<file path="src/common/clk_mode_pkg.sv">
// package for the system clock and power mode controller: register map,
// field positions, reset values, oscillator settle counts and state types.
// assumes a single 25 MHz register clock; oscillators arrive as tick pulses.
//
// Functional notes
// substitute and time base clocks come from slow RC; substitute speeds wake-up.
// moving system clock to slow stops fast oscillator and all fast-derived clocks.
// normal mode runs CPU from fast source divided by 1 to 64.
// slow mode runs CPU from slow RC with fast clock off.
// halt, idle bit low, watchdog off: deepest sleep, everything stops.
// halt, idle bit low, watchdog on: CPU and system clock stop, slow RC runs.
// halt, idle bit high, keep-clock low: system oscillator stops, slow clocks stay.
// halt, idle and keep-clock high: CPU stops, system oscillator keeps running.
// divider select 000/001 slow, 010..111 fast/64 down to fast/2.
// fast-select high gives undivided fast; slow choice switches fast clock off.
// idle bit chooses idle or sleep on halt.
// fast wake with crystal source runs on substitute clock after wake-up.
// slow-ready flag low in deepest sleep, high 1-2 slow ticks after start.
// fast-ready flag low when stopped; sets after 1024 crystal or 16 RC ticks.
// fast wake only from watchdog sleep or clock-stopped idle.
// crystal fast wake: run on substitute, switch to crystal when fast ready.
// RC sources wake after their settle ticks; fast wake bit ignored.
// wake from clock-running idle takes one system clock tick.
// slow mode reached by clearing fast-select with divider select 000/001.
// source switch held until new source ready, switched on tick boundaries.
package clk_mode_pkg;

	// register byte offsets on the apb bus
	localparam logic [11:0] OFS_CLOCK_MODE  = 12'h000;
	localparam logic [11:0] OFS_HALT_CTRL   = 12'h004;
	localparam logic [11:0] OFS_STATUS      = 12'h008;

	// clock mode register fields
	localparam int          POS_DIV_SEL     = 5;
	localparam int          POS_FAST_WAKE   = 4;
	localparam int          POS_SLOW_RDY    = 3;
	localparam int          POS_FAST_RDY    = 2;
	localparam int          POS_IDLE_HALT   = 1;
	localparam int          POS_FAST_SEL    = 0;
	localparam logic [7:0]  RST_CLOCK_MODE  = 8'h03;
	localparam logic [0:0]  RST_KEEP_CLOCK  = 1'h0;

	// divider select codes below this pick the slow clock
	localparam logic [2:0]  DIV_FIRST_FAST  = 3'h2;

	// oscillator settle counts, in ticks of that oscillator
	localparam logic [10:0] XTAL_SETTLE     = 11'h400;
	localparam logic [10:0] FRC_SETTLE      = 11'h010;
	localparam logic [1:0]  SRC_SETTLE      = 2'h2;

	typedef enum logic [2:0] {
		ST_RUN    = 3'b000,
		ST_CLOCK_STOPPED_IDLE  = 3'b001,
		ST_CLOCK_RUNNING_IDLE  = 3'b010,
		ST_DEEP_SLEEP_MODE = 3'b011,
		ST_WATCHDOG_SLEEP_MODE = 3'b100,
		ST_WAKE   = 3'b101
	} pwr_state_e;

	typedef struct packed {
		logic [2:0]  div_sel;
		logic        fast_wake_en;
		logic        idle_on_halt;
		logic        fast_sel;
		logic        keep_clock;
		pwr_state_e  state;
		logic [3:0]  active_sel;
		logic        use_sub;
		logic        fast_rdy;
		logic        slow_rdy;
		logic [10:0] fast_cnt;
		logic [1:0]  slow_cnt;
		logic [5:0]  div_cnt;
		logic        fast_wake_go;
		logic [31:0] prdata;
		logic        pslverr;
		logic        sys_clk_en;
		logic        cpu_clk_en;
		logic        sub_clk_en;
		logic        tbc_clk_en;
		logic        fast_osc_en;
		logic        slow_osc_en;
	} ctl_s;

endpackage

</file>
<file path="src/sys_clock_power_ctrl.sv">
// system clock source selection and operating mode sequencer with apb registers.
// assumes oscillator ticks are one-cycle pulses synchronous to i_clk_sys, and
// that halt and wake requests come from the cpu and wake logic as pulses.
//
// The APB slave port and the address map were decided locally.
`timescale 1ns/100ps
`default_nettype none

module sys_clock_power_ctrl
	import clk_mode_pkg::*;
(
	input  wire logic        i_clk_sys,
	input  wire logic        i_srst,
	input  wire logic        psel,
	input  wire logic        penable,
	input  wire logic        pwrite,
	input  wire logic [11:0] paddr,
	input  wire logic [31:0] pwdata,
	input  wire logic [3:0]  pstrb,
	output logic             pready,
	output logic [31:0]      prdata,
	output logic             pslverr,
	input  wire logic        i_fast_tick,
	input  wire logic        i_slow_tick,
	input  wire logic        i_fast_src_xtal,
	input  wire logic        i_wdt_en,
	input  wire logic        i_halt,
	input  wire logic        i_wake,
	output logic             o_fast_osc_en,
	output logic             o_slow_osc_en,
	output logic             o_sys_clk_en,
	output logic             o_cpu_clk_en,
	output logic             o_sub_clk_en,
	output logic             o_tbc_clk_en,
	output logic [2:0]       o_mode
);

	////////////////////////////////////////////////////////////////////////////
	// helpers

	// selection code is {fast_sel, div_sel}; true when it needs the fast source
	function automatic logic sel_is_fast(input logic [3:0] sel);
		sel_is_fast = sel[3] | (sel[2:0] >= DIV_FIRST_FAST);
	endfunction

	// last divider count for a divided fast selection, fast/64 .. fast/2
	function automatic logic [5:0] div_last(input logic [2:0] code);
		case (code)
			3'h2:    div_last = 6'h3f;
			3'h3:    div_last = 6'h1f;
			3'h4:    div_last = 6'h0f;
			3'h5:    div_last = 6'h07;
			3'h6:    div_last = 6'h03;
			default: div_last = 6'h01;
		endcase
	endfunction

	ctl_s r_ff;
	ctl_s nxt_r;

	logic [3:0]  req_sel;
	logic        req_fast;
	logic        act_fast;
	logic        req_ready;
	logic        sys_tick;
	logic        div_tick;
	logic        apb_setup;
	logic        apb_write;
	logic        addr_ok;
	logic [10:0] fast_target;

	////////////////////////////////////////////////////////////////////////////
	// combinational decode of selection and ticks

	always_comb begin
		req_sel     = {r_ff.fast_sel, r_ff.div_sel};
		req_fast    = sel_is_fast(req_sel);
		act_fast    = sel_is_fast(r_ff.active_sel);
		req_ready   = req_fast ? r_ff.fast_rdy : r_ff.slow_rdy;
		fast_target = i_fast_src_xtal ? XTAL_SETTLE : FRC_SETTLE;
		div_tick    = i_fast_tick & r_ff.fast_rdy
			& (r_ff.div_cnt == div_last(r_ff.active_sel[2:0]));
		// system tick from the active source only; substitute overrides it
		if (r_ff.use_sub) begin
			sys_tick = i_slow_tick & r_ff.slow_rdy;
		end else if (!act_fast) begin
			sys_tick = i_slow_tick & r_ff.slow_rdy;
		end else if (r_ff.active_sel[3]) begin
			sys_tick = i_fast_tick & r_ff.fast_rdy;
		end else begin
			sys_tick = div_tick;
		end
		apb_setup = psel & ~penable;
		apb_write = psel & penable & pwrite;
		addr_ok   = (paddr == OFS_CLOCK_MODE) | (paddr == OFS_HALT_CTRL)
			| (paddr == OFS_STATUS);
	end

	////////////////////////////////////////////////////////////////////////////
	// next state

	always_comb begin
		nxt_r = r_ff;

		// register writes; ready flags are read-only and ignore writes
		if (apb_write && pstrb[0] && paddr == OFS_CLOCK_MODE) begin
			nxt_r.div_sel      = pwdata[POS_DIV_SEL +: 3];
			nxt_r.fast_wake_en = pwdata[POS_FAST_WAKE];
			nxt_r.idle_on_halt = pwdata[POS_IDLE_HALT];
			nxt_r.fast_sel     = pwdata[POS_FAST_SEL];
		end
		if (apb_write && pstrb[0] && paddr == OFS_HALT_CTRL) begin
			nxt_r.keep_clock = pwdata[0];
		end

		// read data captured in the setup phase so it stands in the access phase
		if (apb_setup) begin
			nxt_r.pslverr = ~addr_ok;
			case (paddr)
				OFS_CLOCK_MODE: nxt_r.prdata = {24'h00_0000, r_ff.div_sel, r_ff.fast_wake_en,
					r_ff.slow_rdy, r_ff.fast_rdy, r_ff.idle_on_halt, r_ff.fast_sel};
				OFS_HALT_CTRL:  nxt_r.prdata = {31'h0000_0000, r_ff.keep_clock};
				OFS_STATUS:     nxt_r.prdata = {24'h00_0000, r_ff.active_sel, r_ff.use_sub,
					r_ff.state};
				default:        nxt_r.prdata = 32'h0000_0000;
			endcase
		end

		// oscillator enables per operating mode
		case (r_ff.state)
			ST_RUN, ST_WAKE: begin
				// fast held on while still active, so a switch away is clean
				nxt_r.fast_osc_en = req_fast | act_fast;
				nxt_r.slow_osc_en = 1'b1;
			end
			ST_CLOCK_RUNNING_IDLE: begin
				nxt_r.fast_osc_en = act_fast;
				nxt_r.slow_osc_en = 1'b1;
			end
			ST_CLOCK_STOPPED_IDLE: begin
				nxt_r.fast_osc_en = 1'b0;
				nxt_r.slow_osc_en = 1'b1;
			end
			ST_WATCHDOG_SLEEP_MODE: begin
				nxt_r.fast_osc_en = 1'b0;
				nxt_r.slow_osc_en = 1'b1;
			end
			default: begin
				nxt_r.fast_osc_en = 1'b0;
				nxt_r.slow_osc_en = 1'b0;
			end
		endcase

		// fast ready: counts fast ticks from enable, cleared whenever stopped
		if (!r_ff.fast_osc_en) begin
			nxt_r.fast_rdy = 1'b0;
			nxt_r.fast_cnt = 11'h000;
		end else if (!r_ff.fast_rdy && i_fast_tick) begin
			if (r_ff.fast_cnt == fast_target - 11'h001) begin
				nxt_r.fast_rdy = 1'b1;
			end else begin
				nxt_r.fast_cnt = r_ff.fast_cnt + 11'h001;
			end
		end

		// slow ready: same scheme on the slow rc
		if (!r_ff.slow_osc_en) begin
			nxt_r.slow_rdy = 1'b0;
			nxt_r.slow_cnt = 2'h0;
		end else if (!r_ff.slow_rdy && i_slow_tick) begin
			if (r_ff.slow_cnt == SRC_SETTLE - 2'h1) begin
				nxt_r.slow_rdy = 1'b1;
			end else begin
				nxt_r.slow_cnt = r_ff.slow_cnt + 2'h1;
			end
		end

		// divider runs on fast ticks; restarts on every division boundary
		if (i_fast_tick && r_ff.fast_rdy) begin
			nxt_r.div_cnt = div_tick ? 6'h00 : r_ff.div_cnt + 6'h01;
		end

		// source switch waits for the new source; only done between ticks
		if (req_sel != r_ff.active_sel && req_ready && !sys_tick && !r_ff.use_sub
			&& (r_ff.state == ST_RUN || r_ff.state == ST_WAKE)) begin
			nxt_r.active_sel = req_sel;
			nxt_r.div_cnt    = 6'h00;
		end

		// substitute clock ends once the crystal is ready
		if (r_ff.use_sub && r_ff.fast_rdy) begin
			nxt_r.use_sub = 1'b0;
		end

		// mode sequencing
		case (r_ff.state)
			ST_RUN: begin
				if (i_halt) begin
					if (r_ff.idle_on_halt) begin
						nxt_r.state = r_ff.keep_clock ? ST_CLOCK_RUNNING_IDLE : ST_CLOCK_STOPPED_IDLE;
					end else begin
						nxt_r.state = i_wdt_en ? ST_WATCHDOG_SLEEP_MODE : ST_DEEP_SLEEP_MODE;
					end
				end
			end
			ST_CLOCK_RUNNING_IDLE: begin
				// clock kept running, so the next system tick resumes the cpu
				if (i_wake) begin
					nxt_r.state = ST_WAKE;
					nxt_r.fast_wake_go = 1'b0;
				end
			end
			ST_CLOCK_STOPPED_IDLE, ST_WATCHDOG_SLEEP_MODE: begin
				if (i_wake) begin
					nxt_r.state = ST_WAKE;
					nxt_r.fast_wake_go = r_ff.fast_wake_en & i_fast_src_xtal & act_fast;
				end
			end
			ST_DEEP_SLEEP_MODE: begin
				if (i_wake) begin
					nxt_r.state = ST_WAKE;
					nxt_r.fast_wake_go = 1'b0;
				end
			end
			ST_WAKE: begin
				if (r_ff.fast_wake_go) begin
					// substitute clock already running; one slow tick to resume
					if (i_slow_tick && r_ff.slow_rdy) begin
						nxt_r.state        = ST_RUN;
						nxt_r.use_sub      = ~r_ff.fast_rdy;
						nxt_r.fast_wake_go = 1'b0;
					end
				end else if (sys_tick) begin
					nxt_r.state = ST_RUN;
				end
			end
			default: begin
				nxt_r.state = ST_RUN;
			end
		endcase

		// clock enables out: sub and time base from the slow rc only
		nxt_r.sys_clk_en = sys_tick & (r_ff.state == ST_RUN || r_ff.state == ST_CLOCK_RUNNING_IDLE);
		nxt_r.cpu_clk_en = sys_tick & (r_ff.state == ST_RUN);
		nxt_r.sub_clk_en = i_slow_tick & r_ff.slow_rdy & r_ff.slow_osc_en;
		nxt_r.tbc_clk_en = i_slow_tick & r_ff.slow_rdy & r_ff.slow_osc_en
			& (r_ff.state != ST_WATCHDOG_SLEEP_MODE) & (r_ff.state != ST_DEEP_SLEEP_MODE);
	end

	////////////////////////////////////////////////////////////////////////////
	// state register

	// reset selects undivided fast; cpu waits until it has settled
	always_ff @(posedge i_clk_sys) begin
		if (i_srst) begin
			r_ff.div_sel      <= RST_CLOCK_MODE[POS_DIV_SEL +: 3];
			r_ff.fast_wake_en <= RST_CLOCK_MODE[POS_FAST_WAKE];
			r_ff.idle_on_halt <= RST_CLOCK_MODE[POS_IDLE_HALT];
			r_ff.fast_sel     <= RST_CLOCK_MODE[POS_FAST_SEL];
			r_ff.keep_clock   <= RST_KEEP_CLOCK[0];
			r_ff.state        <= ST_RUN;
			r_ff.active_sel   <= {RST_CLOCK_MODE[POS_FAST_SEL], RST_CLOCK_MODE[POS_DIV_SEL +: 3]};
			r_ff.use_sub      <= 1'b0;
			r_ff.fast_rdy     <= 1'b0;
			r_ff.slow_rdy     <= 1'b0;
			r_ff.fast_cnt     <= 11'h000;
			r_ff.slow_cnt     <= 2'h0;
			r_ff.div_cnt      <= 6'h00;
			r_ff.fast_wake_go <= 1'b0;
			r_ff.prdata       <= 32'h0000_0000;
			r_ff.pslverr      <= 1'b0;
			r_ff.sys_clk_en   <= 1'b0;
			r_ff.cpu_clk_en   <= 1'b0;
			r_ff.sub_clk_en   <= 1'b0;
			r_ff.tbc_clk_en   <= 1'b0;
			r_ff.fast_osc_en  <= 1'b1;
			r_ff.slow_osc_en  <= 1'b1;
		end else begin
			r_ff <= nxt_r;
		end
	end

	////////////////////////////////////////////////////////////////////////////
	// outputs

	// zero wait states: the access phase always completes at once
	assign pready        = 1'b1;
	assign prdata        = r_ff.prdata;
	assign pslverr       = r_ff.pslverr & psel & penable;
	assign o_fast_osc_en = r_ff.fast_osc_en;
	assign o_slow_osc_en = r_ff.slow_osc_en;
	assign o_sys_clk_en  = r_ff.sys_clk_en;
	assign o_cpu_clk_en  = r_ff.cpu_clk_en;
	assign o_sub_clk_en  = r_ff.sub_clk_en;
	assign o_tbc_clk_en  = r_ff.tbc_clk_en;
	assign o_mode        = r_ff.state;

endmodule

`default_nettype wire

</file>
<file path="config.mk">
export PLATFORM = sky130hd
export DESIGN_NAME = sys_clock_power_ctrl
export DESIGN_NICKNAME = d
export VERILOG_FILES = /design/src/common/clk_mode_pkg.sv /design/src/sys_clock_power_ctrl.sv
export SDC_FILE = /design/constraint.sdc
export NUM_CORES = 1
export LEC_CHECK = 0
export BUFFER_PORTS_ARGS = -buffer_cell sky130_fd_sc_hd__buf_2
export CAP_MARGIN = 20
export CORE_MARGIN = 1
export CORE_UTILIZATION = 40
export CTS_CLUSTER_SIZE = 10
export DETAILED_ROUTE_END_ITERATION = 12
export MAX_ROUTING_LAYER = met4
export PLACE_DENSITY = 0.62
export SYNTH_ARGS = -nofsm -noshare
export SYNTH_HDL_FRONTEND = slang
export SYNTH_SLANG_ARGS = --single-unit
</file>
<file path="constraint.sdc">
create_clock -name i_clk_sys -period 4.2 [get_ports i_clk_sys]
set_input_delay 0.84 -clock i_clk_sys [delete_from_list [all_inputs] [get_ports i_clk_sys]]
set_output_delay 0.84 -clock i_clk_sys [all_outputs]
set_load 0.005 [all_outputs]
</file>
==> impl_metrics.toml, run 1 <==
[die]
die_w_um = 87.8
ioPinCount = 102
core_um2 = 6940
die_height_um = 87.8
row_count = 30
initial_core_util_pct = 42.4
dieArea_um2 = 7700

[setup_path]
r2r_setup_slack_ns = 1.85
critPathCaptureType = "register"
cp-endpoint = "o_mode[2]$_SDFFE_PP0P_"
r2r.worst_path.cells = 9
crit_type = "reg2reg"
worstPathCellList = "inv_1 > ha_1 > nor2b_2 > nor2_2 > nor2_1 > or4_1 > o21ba_1 > a211o_1 > o21ai_2"
required_ns = 4.45
crit_arrival_ns = 2.61
crit_fanout = 12
crit_path_start_kind = "register"
critPathSlowestCell = "dfxtp_1"
worst_r2r_endpoint = "o_mode[2]$_SDFFE_PP0P_"
reg2reg_from = "r_ff[63]$_SDFFE_PP0P_"
cpPeakStageDelay_ns = 0.58
crit_start = "r_ff[63]$_SDFFE_PP0P_"

[timing]
fin_ws_ns = 1.85
hold_violations = 0
period_minus_slack_ns = 2.35
rsz0062_at_grt = "no"
slew_violations = 0
fin_setup_tns_ns = 0
fin_crit_sh_pct = 56.0
fin_worst_skew_ns = 0.0112
max_freq_mhz = 425
slew_headroom_pct = 62.5
tightest_slew_ns = 0.558
finalSetupViolCount = 0

[power]
power.leakage_nw = 1.27
p_sw_share_pct = 29.6
ir_worst_vdd_mv = 0.184
p_seq_share_pct = 49.6
p_int_w = 0.000777
pwr-share-clk_pct = 32.4
power_density_nw_per_um2 = 354
power_frac_comb_pct = 18.1
p_switching_w = 0.000327

[logic_synthesis]
synth_ff_type = "dfxtp_1"
synthesis.area_um2 = 2940
yosys.area.top_type = "dfxtp_1"
syn-mean-instance-area_um2 = 8.36
synth_cell_types = 51
async_flop_share_pct = 0
synth_area_leaders = "dfxtp_1, buf_4, mux2i_1"
ys_ff_latch = 52
synth_top_area_share_pct = 35.4
synth_edf_count = 0
seq_area_frac_synth_pct = 35.4
syn-instance-count = 352
ys.warnings.count = 0

[clocking]
htree_levels = 2
cts_setup_buffers = 0
clk_latency_ns = 0.31
cts_sinks = 52
cts_resized = 0
cts-root-buf = "clkbuf_8"
clk_pin_slew_ns = 0.10
cts_made_buffers = 5
hold_buffers = 0
cts_tree = "built"
clockBufferDepth = 2

[finish]
final_common_cell = "dfxtp_1"
num-fill-cells = 740
nNetsFinal = 441
diodes = 0
drive_gt1_share_pct = 16.9
final_cell_mix = "dfxtp_1, buf_2, nor2_1"
area_delta_synth_final_pct = 6.08

[place]
dp.final_hpwl_um = 4260
detailedPlace.worstSlack_ns = 1.76
portBuffers = 47
place.gp.congestion = 0.801

[drt]
post_drt_wl_per_cell_um = 12.0
drt_iter0_markers = 78
ant_nets = 0
drc = 0
first_pass_iters = 4
via_per_inst = 4.95
wirelength_um = 5700
vias = 2345

[global_route]
grt_use_total_pct = 16.3
grt_max_degree = 23
grt_first_pass_wirelength_um = 9630
antenna_found_initial = 0
grt_pass1_vias = 2115
grt_overflow = 0

[hold_path]
whs_path_depth = 2
hold_path_class = "reg2reg"

[run_status]
status = "completed"

[flow_run]
cap_violations = 0
==> Yosys cell counts (6+ instances only) <==
cell type  number
xor2_1          8
buf_4          38
dfxtp_1        52
nand4_1         9
a211oi_1        6
nor3_1         12
a21oi_1        18
xnor2_1         9
mux2i_1        22
nand3_1        12
nand2_1        34
o21ai_0        18
nor2_1         38
==> through the flow <==
step | hold WS, ns | instances | total power (W) | util, % | area (um^2)
after detailed placement | 0.441 | 466 | 0.000759 | 43.3 | 3010
after CTS | 0.464 | 474 | 0.00112 | 44.9 | 3120
after global routing | 0.492 | 474 | 0.00116 | 44.9 | 3120
after global placement | 0.431 | 466 | 0.000755 | 43.3 | 3010
final | 0.455 | 474 | 0.00110 | 44.9 | 3120
after floorplan | 0.426 | 375 | 0.000735 | - | 3030
==> sequential cells by signal (all words and copies together), names as in the netlist <==
signal / count
o_mode: 3
prdata: 8
o_cpu_clk_en: 1
o_fast_osc_en: 1
o_tbc_clk_en: 1
o_slow_osc_en: 1
o_sys_clk_en: 1
r_ff: 35
o_sub_clk_en: 1
==> area by class of cell <==
cell class              instances  area (um^2)  area share, %
inverters                       5         18.8          0.601
clock buffers                   5         68.8           2.21
clock inverters                 3         46.3           1.48
well taps                      96          120           3.85
flip-flops and latches         52         1040           33.4
multi-input cells             266         1590           51.0
repair buffers                 47          235           7.54
==> worst min-delay path by stage <==
stage               slack [ns]                      to                   start
floorplan                 0.43  prdata[1]$_SDFFE_PP0P_  prdata[1]$_SDFFE_PP0P_
global placement          0.43  prdata[2]$_SDFFE_PP0P_  prdata[2]$_SDFFE_PP0P_
detailed placement        0.44  prdata[2]$_SDFFE_PP0P_  prdata[2]$_SDFFE_PP0P_
CTS                       0.46  prdata[0]$_SDFFE_PP0P_  prdata[0]$_SDFFE_PP0P_
global route              0.49  prdata[4]$_SDFFE_PP0P_  prdata[4]$_SDFFE_PP0P_
finish                    0.46  prdata[6]$_SDFFE_PP0P_  prdata[6]$_SDFFE_PP0P_
==> power groups by stage <==
stage | registers [W] | logic [W] | clock network [W]
CTS | 0.000547 | 0.000201 | 0.000369
global placement | 0.000558 | 0.000197 | 0
floorplan | 0.000544 | 0.000191 | 0
finish | 0.000548 | 0.000199 | 0.000358
detailed placement | 0.000559 | 0.000200 | 0
global route | 0.000553 | 0.000227 | 0.000384
==> per-layer routing <==
metal / vias to the layer above / routed length (um) / GRT usage, % / part of all wire (%)
met4: 0 / 53 / 4.02 / 0.93
met5: - / 0 / - / 0
met1: 1066 / 2760 / 20.1 / 48
met2: 60 / 2660 / 27.4 / 47
li1: 1214 / - / - / -
met3: 5 / 225 / 2.83 / 3.9
==> cell families (layout without fill, tap and decap cells) <==
kind of cell    after synthesis  after routing  share of synthesized area [%]
simple gates                141            141                           24.0
buf+inv                      57             60                           13.5
compound gates               56             56                           12.2
flops                        52             52                           35.4
mux                          22             22                           7.49
xor+xnor                     17             17                           5.06
fa+ha+maj                     5              5                           2.13
other cells                   2             25                          0.255
==> critical path: cells and delay by family (launching register included) <==
kind / cells / cell delay [ns]
and+or+nand+nor: 4 / 0.86
AOI/OAI and AO/OA: 3 / 0.56
DFF: 1 / 0.58
adders and majority gates: 1 / 0.20
buffers and inverters: 1 / 0.09
(Power assumes the default switching activity.)
==> inputs of run 2 (changes only) <==
Clock period 4.2 ns to 2.3 ns, I/O delays scaled along.
==> impl_metrics.toml, run 2 (same netlist as run 1, synthesis figures left out) <==
[run_status]
status = "completed"

[power]
power_frac_comb_pct = 20.0
p_seq_share_pct = 47.1
p_int_w = 0.00150
p_sw_share_pct = 28.0
pwr-share-clk_pct = 32.9
ir_worst_vdd_mv = 0.346
total_power_w = 0.00209
power.leakage_nw = 1.33
p_switching_w = 0.000585
power_density_nw_per_um2 = 653

[clocking]
cts_made_buffers = 5
htree_levels = 2
cts_sinks = 52
clk_pin_slew_ns = 0.10
hold_buffers = 0
cts_tree = "built"
cts_resized = 0
clk_latency_ns = 0.31
clockBufferDepth = 2
cts_setup_buffers = 0
cts-root-buf = "clkbuf_8"

[drt]
vias = 2380
post_drt_wl_per_cell_um = 11.7
ant_nets = 0
drc = 0
first_pass_iters = 4
via_per_inst = 4.93
drt_iter0_markers = 81
wirelength_um = 5660

[timing]
rsz0062_at_grt = "no"
max_freq_mhz = 474
hold_violations = 0
finalSetupViolCount = 0
fin_crit_sh_pct = 91.8
period_minus_slack_ns = 2.11
fin_ws_ns = 0.189
slew_violations = 0
fin_worst_skew_ns = 0.00704
fin_setup_tns_ns = 0

[setup_path]
crit_type = "reg2reg"
crit_family = "simple AND/OR/NAND/NOR gates"
worst-path-stages = 6
required_ns = 2.55
worstPathCellList = "nand2_1 > or2_1 > or4_1 > o21ba_1 > a211o_1 > o21ai_2"
cp-endpoint = "o_mode[2]$_SDFFE_PP0P_"
crit_start = "o_mode[2]$_SDFFE_PP0P_"
cpPeakStageDelay_ns = 0.58
worst_r2r_endpoint = "o_mode[2]$_SDFFE_PP0P_"
reg2reg_from = "o_mode[2]$_SDFFE_PP0P_"
r2r.worst_path.cells = 6
critPathSlowestCell = "dfxtp_1"
crit_buf_inv = 0
crit_fanout = 13
r2r_setup_slack_ns = 0.19
critPathCaptureType = "register"
crit_path_start_kind = "register"
crit_arrival_ns = 2.36

[place]
post-place-cells = 475
dp.final_hpwl_um = 4250
place.gp.congestion = 0.797
detailedPlace.worstSlack_ns = 0.238
portBuffers = 47

[finish]
diodes = 0
nNetsFinal = 450
largest_reg_flops = 35
largest_register = "r_ff"
area_delta_synth_final_pct = 8.76
finalNonFillerCells = 483
final_common_cell = "dfxtp_1"
final_cell_mix = "dfxtp_1, buf_2, nor2_1"
drive_gt1_share_pct = 18.9
utilization_pct = 46.1
num-fill-cells = 717

[global_route]
antenna_found_initial = 0
grt_first_pass_wirelength_um = 9600
grt_use_total_pct = 16.3
grt_pass1_vias = 2058
grt_overflow = 0
grt_max_degree = 23

[die]
die_height_um = 87.8
initial_core_util_pct = 42.4
die_w_um = 87.8
core_um2 = 6940
row_count = 30
dieArea_um2 = 7700
ioPinCount = 102

[hold_path]
hold_path_class = "in2reg"

[flow_run]
cap_violations = 0
## run 2: tightest hold or removal path, delay by kind of cell
| kind | cells | cell delay [ns] |
|---|---|---|
| buffers and inverters | 1 | 0.08 |
| and+or+nand+nor | 1 | 0.06 |
| muxes | 1 | 0.06 |
## run 2: worst min-delay path by stage
stage,cells past startpoint,slack [ns],startpoint,to
floorplan,2,0.43,prdata[1]$_SDFFE_PP0P_,prdata[1]$_SDFFE_PP0P_
global placement,2,0.43,prdata[2]$_SDFFE_PP0P_,prdata[2]$_SDFFE_PP0P_
detailed placement,2,0.44,prdata[4]$_SDFFE_PP0P_,prdata[4]$_SDFFE_PP0P_
CTS,3,0.36,pwdata[1],r_ff[71]$_SDFFE_PP1P_
global route,3,0.37,pwdata[1],r_ff[71]$_SDFFE_PP1P_
finish,3,0.36,pwdata[1],r_ff[71]$_SDFFE_PP1P_
## run 2: through the flow
step / hold WS (ns) / cell area (um^2)
floorplan: 0.426 / 3030
global placement: 0.432 / 3070
detailed placement: 0.440 / 3070
CTS: 0.364 / 3200
global route: 0.366 / 3200
finish: 0.365 / 3200
## run 2: layout make-up
class	count	area, um^2	share of cell area, %
well taps	96	120	3.75
clock buffers	7	96.3	3.01
inverters	5	18.8	0.587
multi-input cells	266	1590	49.7
flip-flops and latches	52	1040	32.5
repair buffers	56	303	9.46
clock inverters	1	30.0	0.939
## run 2: power by group through the flow
| stage | Clock, W | Combinational [W] | Sequential [W] |
|---|---|---|---|
| 5_1_grt | 0.000747 | 0.000474 | 0.000994 |
| 3_5_place_dp | 0 | 0.000416 | 0.00100 |
| 6_report | 0.000688 | 0.000418 | 0.000984 |
| 4_1_cts | 0.000709 | 0.000419 | 0.000983 |
| 2_1_floorplan | 0 | 0.000348 | 0.000994 |
| 3_3_place_gp | 0 | 0.000413 | 0.00100 |
## run 2: layer usage
metal	part of all wire, %	track usage (%)	up-vias
met5	0	-	-
met4	1.1	4.47	0
met3	4.0	3.58	5
met2	44	25.4	50
met1	51	21.4	1095
li1	-	-	1230
==> inputs of run 3 (changes only) <==
Settings changed: PLACE_DENSITY 0.62 to 0.7.
==> impl_metrics.toml, run 3 (same netlist as run 1, synthesis figures left out) <==
[run_status]
status = "completed"

[drt]
via_per_inst = 4.95
first_pass_iters = 4
wirelength_um = 5790
drc = 0
drt_iter0_markers = 108
ant_nets = 0
vias = 2382
post_drt_wl_per_cell_um = 12.0

[setup_path]
r2r_setup_slack_ns = 0.21
crit_fanout = 6
crit_type = "reg2reg"
critPathCaptureType = "register"
crit_path_start_kind = "register"
required_ns = 2.54
crit_arrival_ns = 2.33

[finish]
final_cell_mix = "dfxtp_1, buf_2, nor2_1"
diodes = 0
largest_register = "r_ff"
drive_gt1_share_pct = 18.4
nNetsFinal = 449
largest_reg_flops = 35
regArea_um2 = 1040
num-fill-cells = 697
multiInputGateArea_um2 = 1590
final_common_cell = "dfxtp_1"
area_delta_synth_final_pct = 8.59

[place]
place.gp.congestion = 0.813
detailedPlace.worstSlack_ns = 0.251
dp.final_hpwl_um = 4300
portBuffers = 47

[global_route]
grt_max_degree = 23
grt_pass1_vias = 2204
grt_first_pass_wirelength_um = 9750
grt_use_total_pct = 16.4
antenna_found_initial = 0
grt_overflow = 0

[die]
initial_core_util_pct = 42.4
die_height_um = 87.8
dieArea_um2 = 7700
ioPinCount = 102
die_w_um = 87.8
row_count = 30
core_um2 = 6940

[timing]
fin_worst_skew_ns = 0.0107
fin_hold_ws_ns = 0.362
fin_crit_sh_pct = 90.8
slew_violations = 0
max_freq_mhz = 479
period_minus_slack_ns = 2.09
hold_violations = 0
finalSetupViolCount = 0
rsz0062_at_grt = "no"
fin_ws_ns = 0.211
fin_setup_tns_ns = 0

[power]
power_density_nw_per_um2 = 665
ir_worst_vdd_mv = 0.314
total_power_w = 0.00212
power.leakage_nw = 1.32

[clocking]
clk_latency_ns = 0.30
cts_resized = 0
clockBufferDepth = 2
cts_sinks = 52
cts-root-buf = "clkbuf_8"
clk_pin_slew_ns = 0.10
cts_made_buffers = 5
cts_tree = "built"
hold_buffers = 0
htree_levels = 2
cts_setup_buffers = 0

[hold_path]
hold_path_class = "in2reg"

[flow_run]
cap_violations = 0
## run 3: cell count changes in the layout (fill, tap and decap cells not counted), sizes merged
cell / delta
buf: -1
clkbuf: -2
bufinv: +1
## run 3: path summary, 6_finish.rpt
| kind | startpoint | end | depth (start not counted) |
|---|---|---|---|
| worst max-delay path | r_ff[64]$_SDFFE_PP0P_ | o_mode[1]$_SDFFE_PP0P_ | 9 |
| worst min-delay path | pwdata[1] | r_ff[71]$_SDFFE_PP1P_ | 3 |
| worst max register to register | r_ff[64]$_SDFFE_PP0P_ | o_mode[1]$_SDFFE_PP0P_ | 9 |
| worst min register to register | prdata[0]$_SDFFE_PP0P_ | prdata[0]$_SDFFE_PP0P_ | 2 |
## run 3: stage by stage
step / std cells / utilization, % / instance area [um^2]
2_1_floorplan: 375 / - / 3030
3_3_place_gp: 474 / 44.1 / 3070
3_5_place_dp: 474 / 44.1 / 3070
4_1_cts: 481 / 46.0 / 3190
5_1_grt: 481 / 46.0 / 3190
6_report: 481 / 46.0 / 3190
## run 3: cell type report
| class | instances | area share, % |
|---|---|---|
| Clock buffer | 5 | 2.15 |
| Sequential cell | 52 | 32.6 |
| Clock inverter | 2 | 1.88 |
| Multi-Input combinational cell | 266 | 49.8 |
| Timing Repair Buffer | 55 | 9.24 |
| Tap cell | 96 | 3.76 |
| Inverter | 5 | 0.588 |
## run 3: critical path, cell delays in order, from the launching register on
cell and delay, ns:
dfxtp_1 0.34, inv_1 0.08, ha_1 0.18, nor2b_2 0.20, nor2_2 0.11, nor2_1 0.07
or4_1 0.49, o21ba_1 0.22, nand2_1 0.16, mux2i_1 0.19
## run 3: report_power, final
part           switching (W)  internal (W)
logic               0.000234      0.000175
registers          0.0000437      0.000940
clock network       0.000301      0.000428
## run 3: metal layers
layer | routed length, um | vias up | track usage [%]
met5 | 0 | - | -
met4 | 105 | 0 | 5.37
met3 | 205 | 10 | 3.02
met2 | 2630 | 49 | 27.2
met1 | 2850 | 1096 | 19.9
li1 | - | 1227 | -
